File: src/hw/ptpreg_pkg.sv
// package: register map, field layout, reset values and carriers for ptp buffer control regs
package ptpreg_pkg;
  // register byte addresses
  localparam logic [31:0] PTPREG_TX_CTRL_OFS = 32'h0001_2000;
  localparam logic [31:0] PTPREG_RX_CTRL_OFS = 32'h0001_2004;
  localparam logic [31:0] PTPREG_SEND_SLOPE_OFS = 32'h0001_200c;
  localparam logic [31:0] PTPREG_IDLE_SLOPE_OFS = 32'h0001_2010;
  // sizes
  localparam int PTPREG_TX_REGIONS = 8;
  localparam int PTPREG_RX_BUFFERS = 16;
  localparam int PTPREG_REGION_BYTES = 256;
  localparam logic [7:0] PTPREG_TX_FRAME_START = 8'h07;
  localparam logic [7:0] PTPREG_STAMP_BYTE = 8'hfc;
  // field positions
  localparam int PTPREG_TX_LAST_LSB = 16;
  localparam int PTPREG_TX_PEND_LSB = 8;
  localparam int PTPREG_RX_LAST_LSB = 8;
  localparam int PTPREG_RX_FLUSH_BIT = 0;
  // reset values
  localparam logic [19:0] PTPREG_SEND_SLOPE_RST = 20'h00800;
  localparam logic [19:0] PTPREG_IDLE_SLOPE_RST = 20'h01800;
  localparam logic [2:0] PTPREG_TX_LAST_RST = 3'h0;
  localparam logic [3:0] PTPREG_RX_LAST_RST = 4'h0;
  localparam logic [7:0] PTPREG_PEND_RST = 8'h00;

  // ahb-lite transfer types
  localparam logic [1:0] PTPREG_HTRANS_NONSEQ = 2'h2;
  localparam logic [1:0] PTPREG_HTRANS_SEQ = 2'h3;

  // transmit request carrier toward the arbiter
  typedef struct packed {
    logic [7:0] pending;
    logic [7:0] start_addr;
  } ptpreg_tx_req_t;

  // transmit completion from the frame engine
  typedef struct packed {
    logic done;
    logic [2:0] region;
  } ptpreg_tx_done_t;

  // receive completion from the frame engine
  typedef struct packed {
    logic done;
    logic [3:0] buffer;
  } ptpreg_rx_done_t;

  // decoded register select
  typedef enum logic [2:0] {
    PTPREG_SEL_NONE = 3'b000,
    PTPREG_SEL_TX = 3'b001,
    PTPREG_SEL_RX = 3'b010,
    PTPREG_SEL_SEND = 3'b011,
    PTPREG_SEL_IDLE = 3'b100
  } ptpreg_sel_t;
endpackage : ptpreg_pkg

File: src/hw/ptpreg_top.sv
// module: ahb-lite register bank for ptp buffer control and shaper slopes
// Summary of operation
// - eight transmit regions, each request and pending
// - bits 18:16 show last sent region
// - bits 15:8 show pending requests not yet sent
// - pending clears when region frame is sent
// - writing one to 7:0 raises request
// - grant sends frame of requested region
// - tx event cleared by any access to the tx control register
// - bits 11:8 show last received buffer
// - rx flush sets write to read address
// - rx event cleared by any access to the rx control register
// - sendSlope twenty bits, reset 2048
// - idleSlope twenty bits, reset 6144
// - arbiter limits av bandwidth by slopes
// - reserved bits read as zero
// - sixteen rx buffers, pointer advances per frame
// - region byte zero length, frame from eighth
// - rx timestamp goes to buffer top
// - tx timestamp goes to region top
//
// Decided for this implementation: the AHB-Lite slave port.
`timescale 1ns/1ps
module ptpreg_top
  import ptpreg_pkg::*;
(
  // clock and reset
  input wire logic hclk,
  input wire logic hresetn,
  // ahb-lite slave
  input wire logic hsel,
  input wire logic [31:0] haddr,
  input wire logic [1:0] htrans,
  input wire logic hwrite,
  input wire logic [2:0] hsize,
  input wire logic [31:0] hwdata,
  input wire logic hready,
  output logic hreadyout,
  output logic hresp,
  output logic [31:0] hrdata,
  // transmit arbiter and frame engine
  output ptpreg_pkg::ptpreg_tx_req_t tx_req,
  input wire logic [7:0] tx_grant,
  input wire ptpreg_pkg::ptpreg_tx_done_t tx_done,
  output logic [2:0] tx_send_region,
  output logic tx_send_valid,
  output logic [7:0] tx_stamp_addr,
  // receive frame engine
  input wire ptpreg_pkg::ptpreg_rx_done_t rx_done,
  input wire logic rx_read_done,
  output logic [3:0] rx_wr_ptr,
  output logic [3:0] rx_rd_ptr,
  output logic [7:0] rx_stamp_addr,
  // shaper slopes
  output logic [19:0] send_slope,
  output logic [19:0] idle_slope,
  // event interrupts
  output logic ptp_tx_irq,
  output logic ptp_rx_irq
);
  ////////////////////////////////////////////////////////////////////////////
  // address phase capture
  ptpreg_sel_t sel_reg;
  ptpreg_sel_t sel_next;
  logic wr_reg;
  logic acc_reg;
  logic addr_ok;

  // flag and value registers
  logic [7:0] pend_reg;
  logic [2:0] tx_last_reg;
  logic [3:0] rx_last_reg;
  logic [19:0] send_slope_reg;
  logic [19:0] idle_slope_reg;
  logic tx_irq_reg;
  logic rx_irq_reg;
  logic [2:0] send_region_reg;
  logic send_valid_reg;
  logic [31:0] rdata_reg;
  logic [31:0] rdata_next;

  // strobes in data phase
  logic data_wr;
  logic tx_acc;
  logic rx_acc;
  logic [7:0] req_set;
  logic rx_flush;

  assign addr_ok = hsel && hready &&
    (htrans == PTPREG_HTRANS_NONSEQ || htrans == PTPREG_HTRANS_SEQ);

  // address decode
  always_comb begin
    sel_next = PTPREG_SEL_NONE;
    if (haddr == PTPREG_TX_CTRL_OFS) begin
      sel_next = PTPREG_SEL_TX;
    end else if (haddr == PTPREG_RX_CTRL_OFS) begin
      sel_next = PTPREG_SEL_RX;
    end else if (haddr == PTPREG_SEND_SLOPE_OFS) begin
      sel_next = PTPREG_SEL_SEND;
    end else if (haddr == PTPREG_IDLE_SLOPE_OFS) begin
      sel_next = PTPREG_SEL_IDLE;
    end else begin
      sel_next = PTPREG_SEL_NONE;
    end
  end

  // address phase register; unmapped addresses read zero, writes dropped
  always_ff @(posedge hclk or negedge hresetn) begin
    if (!hresetn) begin
      sel_reg <= PTPREG_SEL_NONE;
      wr_reg <= 1'b0;
      acc_reg <= 1'b0;
    end else if (hready) begin
      sel_reg <= addr_ok ? sel_next : PTPREG_SEL_NONE;
      wr_reg <= addr_ok && hwrite;
      acc_reg <= addr_ok;
    end
  end

  // zero wait states, always okay
  assign hreadyout = 1'b1;
  assign hresp = 1'b0;

  assign data_wr = acc_reg && wr_reg;
  assign tx_acc = acc_reg && (sel_reg == PTPREG_SEL_TX);
  assign rx_acc = acc_reg && (sel_reg == PTPREG_SEL_RX);
  assign req_set = (data_wr && sel_reg == PTPREG_SEL_TX) ? hwdata[7:0] : 8'h00;
  assign rx_flush = data_wr && (sel_reg == PTPREG_SEL_RX) &&
    hwdata[PTPREG_RX_FLUSH_BIT];

  ////////////////////////////////////////////////////////////////////////////
  // per-region pending flags; a new request wins over the completion clear
  genvar gi;
  generate
    for (gi = 0; gi < PTPREG_TX_REGIONS; gi++) begin : g_region
      logic clr;
      assign clr = tx_done.done && (tx_done.region == 3'(gi));
      always_ff @(posedge hclk or negedge hresetn) begin
        if (!hresetn) begin
          pend_reg[gi] <= PTPREG_PEND_RST[gi];
        end else if (req_set[gi]) begin
          pend_reg[gi] <= 1'b1;
        end else if (clr) begin
          pend_reg[gi] <= 1'b0;
        end
      end
    end
  endgenerate

  // request to the arbiter, start address of frame body
  assign tx_req.pending = pend_reg;
  assign tx_req.start_addr = PTPREG_TX_FRAME_START;

  // launch the frame of the granted region; lowest granted pending wins
  always_ff @(posedge hclk or negedge hresetn) begin
    if (!hresetn) begin
      send_region_reg <= 3'h0;
      send_valid_reg <= 1'b0;
    end else begin
      send_valid_reg <= 1'b0;
      for (int i = PTPREG_TX_REGIONS - 1; i >= 0; i--) begin
        if (tx_grant[i] && pend_reg[i]) begin
          send_region_reg <= 3'(i);
          send_valid_reg <= 1'b1;
        end
      end
    end
  end

  assign tx_send_region = send_region_reg;
  assign tx_send_valid = send_valid_reg;
  // timestamps land in the top word of the region or buffer just used
  assign tx_stamp_addr = PTPREG_STAMP_BYTE;
  assign rx_stamp_addr = PTPREG_STAMP_BYTE;

  // last transmitted region
  always_ff @(posedge hclk or negedge hresetn) begin
    if (!hresetn) begin
      tx_last_reg <= PTPREG_TX_LAST_RST;
    end else if (tx_done.done) begin
      tx_last_reg <= tx_done.region;
    end
  end

  // last received buffer
  always_ff @(posedge hclk or negedge hresetn) begin
    if (!hresetn) begin
      rx_last_reg <= PTPREG_RX_LAST_RST;
    end else if (rx_done.done) begin
      rx_last_reg <= rx_done.buffer;
    end
  end

  // event flags: a completion in the same cycle as the access keeps the flag
  always_ff @(posedge hclk or negedge hresetn) begin
    if (!hresetn) begin
      tx_irq_reg <= 1'b0;
    end else if (tx_done.done) begin
      tx_irq_reg <= 1'b1;
    end else if (tx_acc) begin
      tx_irq_reg <= 1'b0;
    end
  end

  always_ff @(posedge hclk or negedge hresetn) begin
    if (!hresetn) begin
      rx_irq_reg <= 1'b0;
    end else if (rx_done.done) begin
      rx_irq_reg <= 1'b1;
    end else if (rx_acc) begin
      rx_irq_reg <= 1'b0;
    end
  end

  assign ptp_tx_irq = tx_irq_reg;
  assign ptp_rx_irq = rx_irq_reg;

  ////////////////////////////////////////////////////////////////////////////
  // shaper slopes; the arbiter applies them as the av bandwidth cap
  always_ff @(posedge hclk or negedge hresetn) begin
    if (!hresetn) begin
      send_slope_reg <= PTPREG_SEND_SLOPE_RST;
    end else if (data_wr && sel_reg == PTPREG_SEL_SEND) begin
      send_slope_reg <= hwdata[19:0];
    end
  end

  always_ff @(posedge hclk or negedge hresetn) begin
    if (!hresetn) begin
      idle_slope_reg <= PTPREG_IDLE_SLOPE_RST;
    end else if (data_wr && sel_reg == PTPREG_SEL_IDLE) begin
      idle_slope_reg <= hwdata[19:0];
    end
  end

  assign send_slope = send_slope_reg;
  assign idle_slope = idle_slope_reg;

  ////////////////////////////////////////////////////////////////////////////
  // receive pointers
  ptpreg_rx_ptr u_rx_ptr (
    .hclk(hclk),
    .hresetn(hresetn),
    .flush(rx_flush),
    .frame_done(rx_done.done),
    .read_done(rx_read_done),
    .wr_ptr(rx_wr_ptr),
    .rd_ptr(rx_rd_ptr)
  );

  // read mux, picked at the address phase so data is registered
  always_comb begin
    rdata_next = 32'h0000_0000;
    case (sel_next)
      PTPREG_SEL_TX: begin
        rdata_next[PTPREG_TX_LAST_LSB +: 3] = tx_last_reg;
        rdata_next[PTPREG_TX_PEND_LSB +: 8] = pend_reg;
      end
      PTPREG_SEL_RX: begin
        rdata_next[PTPREG_RX_LAST_LSB +: 4] = rx_last_reg;
      end
      PTPREG_SEL_SEND: begin
        rdata_next[19:0] = send_slope_reg;
      end
      PTPREG_SEL_IDLE: begin
        rdata_next[19:0] = idle_slope_reg;
      end
      default: begin
        rdata_next = 32'h0000_0000;
      end
    endcase
  end

  // a slope written back to back with its read returns the old value
  always_ff @(posedge hclk or negedge hresetn) begin
    if (!hresetn) begin
      rdata_reg <= 32'h0000_0000;
    end else if (addr_ok && !hwrite) begin
      rdata_reg <= rdata_next;
    end
  end

  assign hrdata = rdata_reg;
endmodule : ptpreg_top

File: src/hw/ptpreg_rx_ptr.sv
// module: receive buffer pointer pair with flush and frame advance
`timescale 1ns/1ps
module ptpreg_rx_ptr
  import ptpreg_pkg::*;
(
  // clock and reset
  input wire logic hclk,
  input wire logic hresetn,
  // control
  input wire logic flush,
  input wire logic frame_done,
  input wire logic read_done,
  // pointers
  output logic [3:0] wr_ptr,
  output logic [3:0] rd_ptr
);
  ////////////////////////////////////////////////////////////////////////////
  logic [3:0] wr_reg;
  logic [3:0] rd_reg;

  // write pointer: flush snaps it onto the read pointer, frame moves it on
  always_ff @(posedge hclk or negedge hresetn) begin
    if (!hresetn) begin
      wr_reg <= 4'h0;
    end else if (flush) begin
      wr_reg <= rd_reg;
    end else if (frame_done) begin
      wr_reg <= wr_reg + 4'h1;
    end
  end

  // read pointer follows software consumption from the engine side
  always_ff @(posedge hclk or negedge hresetn) begin
    if (!hresetn) begin
      rd_reg <= 4'h0;
    end else if (read_done && !flush) begin
      rd_reg <= rd_reg + 4'h1;
    end
  end

  assign wr_ptr = wr_reg;
  assign rd_ptr = rd_reg;
endmodule : ptpreg_rx_ptr

File: config.mk
export PLATFORM = sky130hd
export DESIGN_NAME = ptpreg_top
export DESIGN_NICKNAME = d
export VERILOG_FILES = /design/src/hw/ptpreg_pkg.sv /design/src/hw/ptpreg_top.sv /design/src/hw/ptpreg_rx_ptr.sv
export SDC_FILE = /design/constraint.sdc
export NUM_CORES = 1
export LEC_CHECK = 0
export ABC_AREA = 1
export BUFFER_PORTS_ARGS = -buffer_cell sky130_fd_sc_hd__buf_2
export CAP_MARGIN = 15
export CORE_MARGIN = 2
export CORE_UTILIZATION = 45
export CTS_BUF_LIST = sky130_fd_sc_hd__clkbuf_8
export CTS_CLUSTER_DIAMETER = 80
export CTS_CLUSTER_SIZE = 10
export DETAILED_ROUTE_END_ITERATION = 8
export PLACE_DENSITY = 0.77
export SLEW_MARGIN = 20
export SYNTH_ARGS = -nofsm -noshare
export SYNTH_HDL_FRONTEND = slang
export SYNTH_SLANG_ARGS = --single-unit
File: constraint.sdc
create_clock -name hclk -period 1.5 [get_ports hclk]
set_clock_uncertainty 0.05 [all_clocks]
set_input_delay 0.075 -clock hclk [delete_from_list [all_inputs] [get_ports hclk]]
set_output_delay 0.075 -clock hclk [all_outputs]
set_load 0.02 [all_outputs]
Yosys cells after proc, flatten, opt, wreduce, memory -nomap -nowiden
Cells that the tools add are included.
{"block": "word_totals", "register_bits": 94, "input_bits": 92, "output_inout_bits": 120, "wordCells": 138}
{"block": "op_classes", "n_addsub": 2, "n_eq_ne": 21, "muxes": 48, "reduce_logical": 45}
{"cell": "$eq A32 B17 Y1 const B", "count": 4}
{"cell": "$mux W3", "count": 13}
{"cell": "$logic_and A1 B1 Y1", "count": 29}
{"cell": "$mux W1", "count": 28}
{"cell": "$reduce_bool A2 Y1", "count": 11}
{"cell": "$pmux W7 S3", "count": 1}
{"cell": "$eq A3 B2 Y1 const B", "count": 6}
{"cell": "$eq A3 B3 Y1 const B", "count": 6}
{"cell": "$pmux W4 S4", "count": 1}
{"cell": "$pmux W8 S2", "count": 1}
{"cell": "$eq A3 B1 Y1 const B", "count": 3}
{"cell": "$add A4 B1 Y4 const B", "count": 2}
{"cell": "$mux W4", "count": 2}
{"cell": "$mux W8", "count": 1}
{"cell": "$reduce_bool A8 Y1", "count": 1}
{"cell": "$eq A2 B2 Y1 const B", "count": 2}
{"cell": "$logic_not A3 Y1", "count": 1}
{"cell": "$logic_not A1 Y1", "count": 2}
{"cell": "$pmux W1 S2", "count": 1}
{"cell": "$logic_or A1 B1 Y1", "count": 1}

Logic depth before layout (Yosys ltp)
Gate-level depths: netlist of run 1.
{"block": "depth", "word_depth": 9, "mapped_depth": 12, "mapped_depth_nobuf": 11}

Cells and area by module
A second synthesis of run 1 with hierarchy kept.
{"block": "hier_totals", "cells_unflattened": 602, "hier_area_um2": 4809.6}
{"module": "ptpreg_top", "instances": 1, "cells_per_inst": 554, "area_per_inst_um2": 4400.5, "seq_area_each_um2": 2155.8}
{"module": "ptpreg_rx_ptr", "instances": 1, "cells_per_inst": 48, "area_per_inst_um2": 409.1, "seq_area_each_um2": 200.2}

Worst setup path after synthesis of run 1
No wires, ideal clock.
{"block": "synth_timing", "kind": "reg2reg", "startpoint": "register sel_reg[2]", "endpoint": "register u_rx_ptr.wr_reg[0] (netlist: u_rx_ptr.wr_ptr[0])", "setup_ns": 0.145, "arrival_time_ns": 1.069, "required_ns": 1.305, "path_slack_ns": 0.236, "path_stages_with_launch": 8, "path_buffers": 1, "period_less_slack_ns": 1.264, "path_cell_list": "dfrtp_1 -> nor2_1 -> nand3_1 -> buf_2 -> nand2_1 -> inv_2 -> nand2_1 -> o221ai_1"}
{"block": "synth_between", "elab_chain_len": 4, "elab_cells_between_ends": 5, "cone_classes": "eq/ne: 1; mux: 1; reduce/logical: 3"}
{"element": "start, declared", "line": "ptpreg_top.sv:63", "text": "ptpreg_sel_t sel_reg;"}
{"element": "start signal, assigned", "line": "ptpreg_top.sv:115", "text": "sel_reg <= addr_ok ? sel_next : PTPREG_SEL_NONE;"}
{"element": "$eq A3 B2 Y1 (*)", "line": "ptpreg_top.sv:129", "text": "assign rx_flush = data_wr && (sel_reg == PTPREG_SEL_RX) &&"}
{"element": "$logic_and A1 B1 Y1 (*) (2 in a row)", "line": "ptpreg_top.sv:129"}
{"element": "$mux W4 / $reduce_bool A2 Y1 (equally long branches)"}
{"element": "end signal, assigned", "line": "ptpreg_rx_ptr.sv:26", "text": "wr_reg <= rd_reg;"}
{"element": "end signal, assigned", "line": "ptpreg_rx_ptr.sv:28", "text": "wr_reg <= wr_reg + 4'h1;"}
{"element": "end, declared", "line": "ptpreg_rx_ptr.sv:18", "text": "logic [3:0] wr_reg;"}
Every way passes the cells marked *; elsewhere a longest branch is shown, timed or not.
A chain may end at the register's enable or synchronous reset.

Worst setup path after layout of run 1
{"block": "layout_timing", "startpoint": "input hready", "endpoint": "register wr_reg"}
{"block": "layout_between", "elab_chain_len": 3}
{"element": "start, declared", "line": "ptpreg_top.sv:37", "text": "input wire logic hready,"}
{"element": "$logic_and A1 B1 Y1 (2 in a row)", "line": "ptpreg_top.sv:89", "text": "assign addr_ok = hsel && hready &&"}
{"element": "$logic_and A1 B1 Y1", "line": "ptpreg_top.sv:116", "text": "wr_reg <= addr_ok && hwrite;"}
{"element": "end signal, assigned", "line": "ptpreg_top.sv:116"}
{"element": "end, declared", "line": "ptpreg_top.sv:65", "text": "logic wr_reg;"}
Parallel ways exist; a longest one is shown, timed or not.

==> flow_summary.json, run 1 <==
{
  "holdCritPathClass": "primary input to register",
  "cts-buffers-inserted": 9,
  "placement_rows": 37,
  "numClockSinks": 94,
  "postRouteWirelength_um": 12900,
  "dr_total_vias": 4528,
  "area.sequential_um2": 2356,
  "area.growth.synth_to_final_pct": 32.59,
  "netlist.area_leader.share_pct": 49.14,
  "grt_first_pass_wirelength_um": 21370,
  "total_switching_power_uw": 1870,
  "dominantRegCellSynth": "dfrtp_1",
  "fin_total_pwr_uw": 5946,
  "global_route.overflow_total": 0,
  "timing.critical_path.mode_cell": "dlygate4sd3_1",
  "final-instance-count-excl-fill": 916,
  "mostFrequentLayoutCells": "170 x nand2_1, 156 x buf_2, 91 x dfrtp_1, 56 x nand3_1, 49 x inv_1",
  "filler_instances": 901,
  "grt_antenna_before_repair": 0,
  "yosys.cell_types.count": 33,
  "power.internal_uw": 4077,
  "fin_crit_ns": 1.423,
  "synthDominantAreaCellType": "dfrtp_1",
  "place_congestion": 0.8536,
  "layout.cells.most_common": "nand2_1",
  "nets": 869,
  "asyncSetResetFlopFracSynth_pct": 100.0,
  "critPathKind": "primary input to register",
  "core_area_um2": 10140,
  "r2r_cells": 5,
  "placed_cells": 860,
  "whs_ns": 0.01525,
  "die-area_um2": 11130,
  "route.detailed.vias_per_inst": 4.943,
  "clock_tree_from_tritoncts": "done",
  "timing.critical_path.slowest_cell_delay_ns": 0.55,
  "post_cts_buffers": 0,
  "boundaryPins": 212,
  "detail_route.wl_per_cell_um": 14.09,
  "yosys_register_bits": 94,
  "drtPass1Iterations": 5,
  "grtUsageTotal_pct": 24.14,
  "cp-start-kind": "primary input",
  "cts_h_tree_lvls": 3,
  "yosysSeqAreaShare_pct": 50.84,
  "run_status": "finished clean",
  "comb_power_share_pct": 20.7,
  "setup.worst_path.end_class": "register",
  "ant_diodes": 0,
  "fp.dieH_um": 105.5,
  "path_cells": "dlygate4sd3_1 -> buf_2 -> nand3_4 -> inv_1 -> nand2_1 -> o21ai_0 -> dlygate4sd3_1",
  "setup_violations": 0,
  "die-width_um": 105.5,
  "clk_pin_slew_worst_paths_ns": 0.09,
  "clock_power_share_pct": 29.5,
  "slew_violations": 0,
  "grt_start_max_net_pins": 58,
  "worst-path-max-fanout": 6,
  "proportion_of_layout_cells_with_a_drive_suffix_above_1_pct": 27.31,
  "min_path_cells": 3,
  "critPathRequiredTime_ns": 1.69,
  "multi_input_gate_area_um2": 1828,
  "irDropWorstVdd_uv": 627.4,
  "syn_area_um2": 4634,
  "seq_power_share_pct": 49.8,
  "ant_nets": 0,
  "placement.io_buffers": 157,
  "report.final.hold_viol_count": 0,
  "crit_arrival_ns": 1.61,
  "power.static_leakage_uw": 0.003298,
  "cts_root_buf": "clkbuf_8",
  "max_freq_ghz": 0.7026,
  "syn-instance-count": 575,
  "initial_core_util_pct": 45.71,
  "dp_hpwl_um": 9002,
  "dr.first_iter.drc_count": 336,
  "finalSetupTns_ns": 0,
  "edff_count_synth": 0,
  "first_global_vias": 4409,
  "maxCapViolations": 0,
  "pwr_density_cell_nw_per_um2": 967.7,
  "switching_share_pct": 31.44,
  "cts_buffer_depth": 2,
  "syn_avg_cell_area_um2": 8.060,
  "finalCritPeriodShare_pct": 94.89,
  "yosysWarningCount": 0,
  "clock_latency_ns": 0.35,
  "critical-path-slowest-cell": "dlygate4sd3_1",
  "route.detailed.drc": 0,
  "synth_area_leaders": "dfrtp_1 49%, nand2_1 14%, buf_4 6.6%, nand3_1 6.0%, o21ai_1 5.2%"
}
## path summary, 6_finish.rpt
check	startpoint	endpoint	slack (ns)
setup / recovery	hready	wr_reg	0.08
hold / removal	hsel	acc_reg	0.02
setup reg to reg	wr_reg	u_rx_ptr.rd_ptr[1]	0.12
hold reg to reg	hrdata[9]	hrdata[9]	0.44
max in group asynchronous	hresetn	send_slope[11]	0.88
min in group asynchronous	hresetn	idle_slope[16]	0.17
## area by class of cell
class,instances,area share (%)
Tap cell,136,2.769
Sequential cell,94,38.34
Clock buffer,10,2.240
Inverter,55,3.380
Multi-Input combinational cell,402,29.75
Timing Repair Buffer,213,22.38
Clock inverter,6,1.140
## critical path: cells and delay by family
family	cells	cell delay, ns
and+or+nand+nor	2	0.15
buffers and inverters	4	1.32
AOI/OAI and AO/OA	1	0.06
## power groups by stage
stage / Combinational, uW / Sequential, uW / Clock (uW)
finish: 1230 / 2960 / 1750
global route: 1350 / 2990 / 1910
CTS: 1230 / 2960 / 1780
detailed placement: 1150 / 3000 / 0
global placement: 1130 / 2990 / 0
floorplan: 481 / 3250 / 0
## repair_timing
item | 4_1_cts | 5_1_grt
gates resized for setup | 0 | 5
hold buffers | 40 | 0
endpoints found under the setup margin | 0 | 34
hold endpoints to repair | 157 | 0
## stage by stage
stage	utilization, %	worst slack (ns)	area, um2
after floorplan	-	0.2363	4770
after global placement	54.40	0.1627	5515
after detailed placement	54.40	0.09327	5515
after CTS	60.40	0.07335	6123
after global routing	60.61	-0.004147	6145
final	60.61	0.07667	6145
## cells in the mapped netlist (all sizes together) (2+ instances only)
cell type and instances:
inv 54, buf 50, ha 2, dfstp 3, xor2 2, nand3 57
a31oi 10, dfrtp 91, nor3 2, nor2 38, o21ai 63, conb 2
a21oi 3, clkbuf 10, nand2 173, o22ai 3, xnor2 2, nand4 4
## logic make-up (layout without fill, tap and decap cells)
| family | after synthesis | after routing | synth area share [%] |
|---|---|---|---|
| AO/OA/AOI/OAI | 81 | 81 | 9.260 |
| adder cells (fa/ha/maj) | 2 | 2 | 0.5399 |
| other | 2 | 38 | 0.1620 |
| XOR/XNOR | 4 | 4 | 0.7561 |
| multiplexers | 1 | 1 | 0.2430 |
| flip-flops | 94 | 94 | 50.84 |
| buffers and inverters | 115 | 284 | 13.01 |
| AND/OR/NAND/NOR | 276 | 276 | 25.19 |
## layer usage
metal	global-route usage (%)	part of all wire (%)
met1	30.96	41
met2	41.38	50
met3	3.340	6.0
met4	9.238	2.7
met5	0	0
Power figures use the tool's default switching activity.
==> run 2: changes to the inputs <==
--- a/config.mk
+++ b/config.mk
@@ -9,12 +9,12 @@
 export BUFFER_PORTS_ARGS = -buffer_cell sky130_fd_sc_hd__buf_2
 export CAP_MARGIN = 15
 export CORE_MARGIN = 2
-export CORE_UTILIZATION = 45
+export CORE_UTILIZATION = 49
 export CTS_BUF_LIST = sky130_fd_sc_hd__clkbuf_8
 export CTS_CLUSTER_DIAMETER = 80
 export CTS_CLUSTER_SIZE = 10
 export DETAILED_ROUTE_END_ITERATION = 8
-export PLACE_DENSITY = 0.77
+export PLACE_DENSITY = 0.83
 export SLEW_MARGIN = 20
 export SYNTH_ARGS = -nofsm -noshare
 export SYNTH_HDL_FRONTEND = slang
==> flow_summary.json, run 2 (same netlist as run 1, synthesis figures left out) <==
{
  "ant_nets": 0,
  "finalCritPeriodShare_pct": 95.69,
  "placement_rows": 35,
  "critPathRequiredTime_ns": 1.68,
  "mostFrequentLayoutCells": "170 x nand2_1, 156 x buf_2, 91 x dfrtp_1, 56 x nand3_1, 50 x inv_1",
  "setup_violations": 0,
  "die-area_um2": 10250,
  "placed_cells": 834,
  "max_freq_ghz": 0.6967,
  "post_cts_buffers": 0,
  "cp-start-kind": "primary input",
  "dp_hpwl_um": 9063,
  "final-instance-count-excl-fill": 890,
  "numClockSinks": 94,
  "cts_h_tree_lvls": 3,
  "run_status": "finished clean",
  "timing.max_slew.rel_slack_pct": 62.32,
  "dr.first_iter.drc_count": 329,
  "pwr_density_cell_nw_per_um2": 974.2,
  "irDropWorstVdd_uv": 792.7,
  "finalSetupTns_ns": 0,
  "route.detailed.drc": 0,
  "area.growth.synth_to_final_pct": 31.29,
  "fp.dieH_um": 101.3,
  "route.detailed.vias_per_inst": 5.131,
  "drtPass1Iterations": 5,
  "crit_arrival_ns": 1.62,
  "postRouteWirelength_um": 13110,
  "grtUsageTotal_pct": 26.19,
  "max_slew.worst_pin.slew_ns": 0.5651,
  "core_area_um2": 9196,
  "detail_route.wl_per_cell_um": 14.73,
  "cts_root_buf": "clkbuf_8",
  "boundaryPins": 212,
  "dr_total_vias": 4567,
  "nets": 868,
  "slew_violations": 0,
  "report.final.hold_viol_count": 0,
  "place_congestion": 0.9201,
  "power.static_leakage_uw": 0.003286,
  "clock_latency_ns": 0.36,
  "holdCritPathClass": "primary input to register",
  "fin_crit_ns": 1.435,
  "placement.io_buffers": 157,
  "worst-path-max-fanout": 6,
  "initial_core_util_pct": 50.39,
  "grt_start_max_net_pins": 42,
  "grt_first_pass_wirelength_um": 20920,
  "critPathKind": "primary input to register",
  "setup.worst_path.end_class": "register",
  "ant_diodes": 0,
  "grt_antenna_before_repair": 0,
  "clock_tree_from_tritoncts": "done",
  "first_global_vias": 4470,
  "clk_pin_slew_worst_paths_ns": 0.09,
  "cts-buffers-inserted": 9,
  "grt_setup_unrepaired": "no",
  "layout.cells.most_common": "nand2_1",
  "proportion_of_layout_cells_with_a_drive_suffix_above_1_pct": 26.83,
  "cts_buffer_depth": 2,
  "die-width_um": 101.3,
  "maxCapViolations": 0,
  "global_route.overflow_total": 0,
  "whs_ns": 0.01006
}
-- run 2: cell count changes in the layout (fill, tap and decap cells not counted), sizes merged --
cell	before	now
clkinv	5	3
clkinvlp	0	2
buf	173	172
-- run 2: final cells by class --
cell class                 count  area [um2]
timing repair buffer         212        1364
clock inverter                 6       62.56
clock buffer                  10       137.6
multi-input combinational    402        1818
inverter                      55       207.7
fill                         741        3112
sequential                    94        2356
tap                          111       138.9
-- run 2: repair_timing --
item | CTS | global route
endpoints found under the hold margin | 97 | 0
hold buffers | 40 | 0
resized for setup | 0 | 1
endpoints found under the setup margin | 0 | 1
-- run 2: per-stage QoR --
step	util, %	setup slack [ns]	instance area, um2	total power [uW]
after global placement	59.55	0.1641	5477	4111
final	66.16	0.06470	6085	5927
after floorplan	-	0.2363	4770	3731
after CTS	66.08	0.06926	6077	5916
after detailed placement	59.55	0.1134	5477	4151
after global routing	66.16	0.008085	6085	6178
-- run 2: critical path, stage by stage --
cell and delay, ns:
dlygate4sd3_1 0.53, buf_2 0.17, nand3_4 0.10, inv_1 0.05, nand2_1 0.04, o21ai_0 0.07, dlygate4sd3_1 0.57
-- run 2: layer usage --
layer / share of wire, % / global-route usage (%) / vias to the layer above
li1: - / - / 2161
met2: 48 / 42.64 / 258
met3: 7.1 / 3.589 / 53
met5: 0 / 0 / -
met1: 41 / 33.93 / 2095
met4: 4.7 / 14.45 / 0
-- run 2: path summary, 6_finish.rpt --
check,start,end,slack (ns),depth (start not counted)
setup / recovery,hready,wr_reg,0.06,7
hold / removal,hsel,sel_reg[0],0.01,3
setup reg to reg,acc_reg,u_rx_ptr.rd_ptr[1],0.08,5
hold reg to reg,hrdata[8],hrdata[8],0.43,2
max in group asynchronous,hresetn,hrdata[19],0.64,3
min in group asynchronous,hresetn,tx_send_valid,0.18,2
-- run 2: power breakdown --
group / switching [uW] / internal [uW] / total, uW
registers: 204 / 2770 / 2980
logic: 772 / 478 / 1250
clock network: 892 / 811 / 1700
total: 1870 / 4060 / 5930
==> run 3: changes to the inputs <==
--- a/config.mk
+++ b/config.mk
@@ -15,6 +15,7 @@
 export CTS_CLUSTER_SIZE = 10
 export DETAILED_ROUTE_END_ITERATION = 8
 export PLACE_DENSITY = 0.83
+export RECOVER_POWER = 50
 export SLEW_MARGIN = 20
 export SYNTH_ARGS = -nofsm -noshare
 export SYNTH_HDL_FRONTEND = slang
==> flow_summary.json, run 3 (same netlist as run 1, synthesis figures left out) <==
{
  "run_status": "finished clean",
  "finalSetupTns_ns": 0,
  "grt_antenna_before_repair": 0,
  "timing.critical_path.slowest_cell_delay_ns": 0.57,
  "critPathRequiredTime_ns": 1.68,
  "timing.critical_path.mode_cell": "dlygate4sd3_1",
  "grt_first_pass_wirelength_um": 20920,
  "irDropWorstVdd_uv": 795.2,
  "critPathKind": "primary input to register",
  "crit_path_start": "hready",
  "initial_core_util_pct": 50.39,
  "ant_diodes": 0,
  "boundaryPins": 212,
  "grt_start_max_net_pins": 42,
  "critical_path.n_buffers_inverters": 4,
  "placement_rows": 35,
  "cts_h_tree_lvls": 3,
  "postRouteWirelength_um": 13130,
  "crit_arrival_ns": 1.61,
  "proportion_of_layout_cells_with_a_drive_suffix_above_1_pct": 22.21,
  "finalCritPeriodShare_pct": 95.34,
  "die-width_um": 101.3,
  "ant_nets": 0,
  "slew_violations": 0,
  "filler_instances": 762,
  "power.static_leakage_uw": 0.003184,
  "drtPass1Iterations": 5,
  "worst-path-max-fanout": 6,
  "worst_r2r_startpoint": "acc_reg",
  "die-area_um2": 10250,
  "setup.worst_path.end_class": "register",
  "first_global_vias": 4470,
  "grt_setup_unrepaired": "no",
  "route.detailed.vias_per_inst": 5.138,
  "setup_crit_end": "wr_reg",
  "max_freq_ghz": 0.6992,
  "reg2reg_to": "u_rx_ptr.rd_ptr[1]",
  "route.detailed.drc": 0,
  "pwr_density_cell_nw_per_um2": 977.6,
  "path_cells": "dlygate4sd3_1 -> buf_2 -> nand3_4 -> inv_1 -> nand2_1 -> o21ai_0 -> dlygate4sd3_1",
  "dp_hpwl_um": 9063,
  "setup_violations": 0,
  "dr_total_vias": 4573,
  "cts_root_buf": "clkbuf_8",
  "timing.max_slew.rel_slack_pct": 26.15,
  "clock_latency_ns": 0.36,
  "holdCritPathClass": "primary input to register",
  "numClockSinks": 94,
  "core_area_um2": 9196,
  "area.growth.synth_to_final_pct": 30.13,
  "dr.first_iter.drc_count": 344,
  "fp.dieH_um": 101.3,
  "critical-path-slowest-cell": "dlygate4sd3_1",
  "r2r_cells": 5,
  "critical_path_depth_in_cells": 7,
  "clock_tree_from_tritoncts": "done",
  "timing.critical_path.max_delay_family": "buffers and inverters",
  "cp-start-kind": "primary input",
  "cts-buffers-inserted": 9,
  "mostFrequentLayoutCells": "170 x nand2_1, 121 x buf_2, 91 x dfrtp_1, 56 x nand3_1, 50 x inv_1",
  "max_slew.worst_pin.slew_ns": 1.108,
  "fin_total_pwr_uw": 5895,
  "nets": 868,
  "reg2reg_slack_ns": 0.09,
  "maxCapViolations": 0,
  "cts_buffer_depth": 2,
  "grtUsageTotal_pct": 26.19,
  "clk_pin_slew_worst_paths_ns": 0.09,
  "place_congestion": 0.9201,
  "detail_route.wl_per_cell_um": 14.75,
  "global_route.overflow_total": 0,
  "report.final.hold_viol_count": 0,
  "layout.cells.most_common": "nand2_1",
  "fin_crit_ns": 1.430,
  "placement.io_buffers": 157
}
-- run 3: changes by cell type in the layout (fill, tap and decap cells not counted) --
cell | before | now
clkbuf_1 | 0 | 35
nor2_1 | 30 | 31
buf_4 | 11 | 10
nor2_4 | 2 | 1
clkbuf_2 | 0 | 1
buf_2 | 156 | 121
-- run 3: repair_timing --
| action | 4_1_cts | 5_1_grt |
|---|---|---|
| hold buffers | 40 | 0 |
| setup buffers | 0 | 0 |
| setup endpoints to repair | 0 | 1 |
| endpoints found under the hold margin | 97 | 0 |
| gates resized for setup | 0 | 1 |
-- run 3: cell type report --
class                   instances  area [um2]  share of cell area (%)
inverters                      55       207.7                   3.444
well taps                     111       138.9                   2.303
clock inverters                 6       62.56                   1.037
multi-input cells             402        1810                   30.02
clock buffers                  10       137.6                   2.282
flip-flops and latches         94        2356                   39.07
repair buffers                212        1318                   21.85
-- run 3: power by group --
group	leakage, uW	internal, uW	total [uW]	switching, uW
Combinational	0.00203	445	1220	772
Sequential	0.00105	2770	2980	206
Clock	0.0000997	811	1700	890
-- run 3: worst min path at each step --
stage,startpoint,end,slack (ns),cells after the start
detailed placement,hresetn,tx_send_valid,0.05,1
CTS,tx_done[1],tx_last_reg[1],0.009,3
global placement,hresetn,tx_send_valid,0.04,1
floorplan,hresetn,acc_reg,-0.27,0
global route,hsel,sel_reg[1],0.02,3
finish,hsel,sel_reg[0],0.01,3
-- run 3: through the flow --
stage / setup slack [ns] / hold WS, ns / cell area (um2) / std cells / utilization (%)
2_1_floorplan: 0.2363 / -0.2706 / 4770 / 611 / -
3_3_place_gp: 0.1641 / 0.04472 / 5477 / 834 / 59.55
3_5_place_dp: 0.1134 / 0.04987 / 5477 / 834 / 59.55
4_1_cts: 0.06926 / 0.008827 / 6077 / 890 / 66.08
5_1_grt: 0.008085 / 0.02303 / 6031 / 890 / 65.58
6_report: 0.06986 / 0.01178 / 6031 / 890 / 65.58
-- run 3: worst min-delay path, stage by stage --
cell	delay [ns]
buf_2	0.11
nand3_4	0.11
o22ai_1	0.08
-- run 3: layer usage --
layer  GRT usage (%)  wire length [um]  up-vias
li1                -                 -     2165
met1           33.93              5337     2098
met2           42.64              6255      260
met3           3.589               987       50
met4           14.45               549        0
met5               0                 0        -
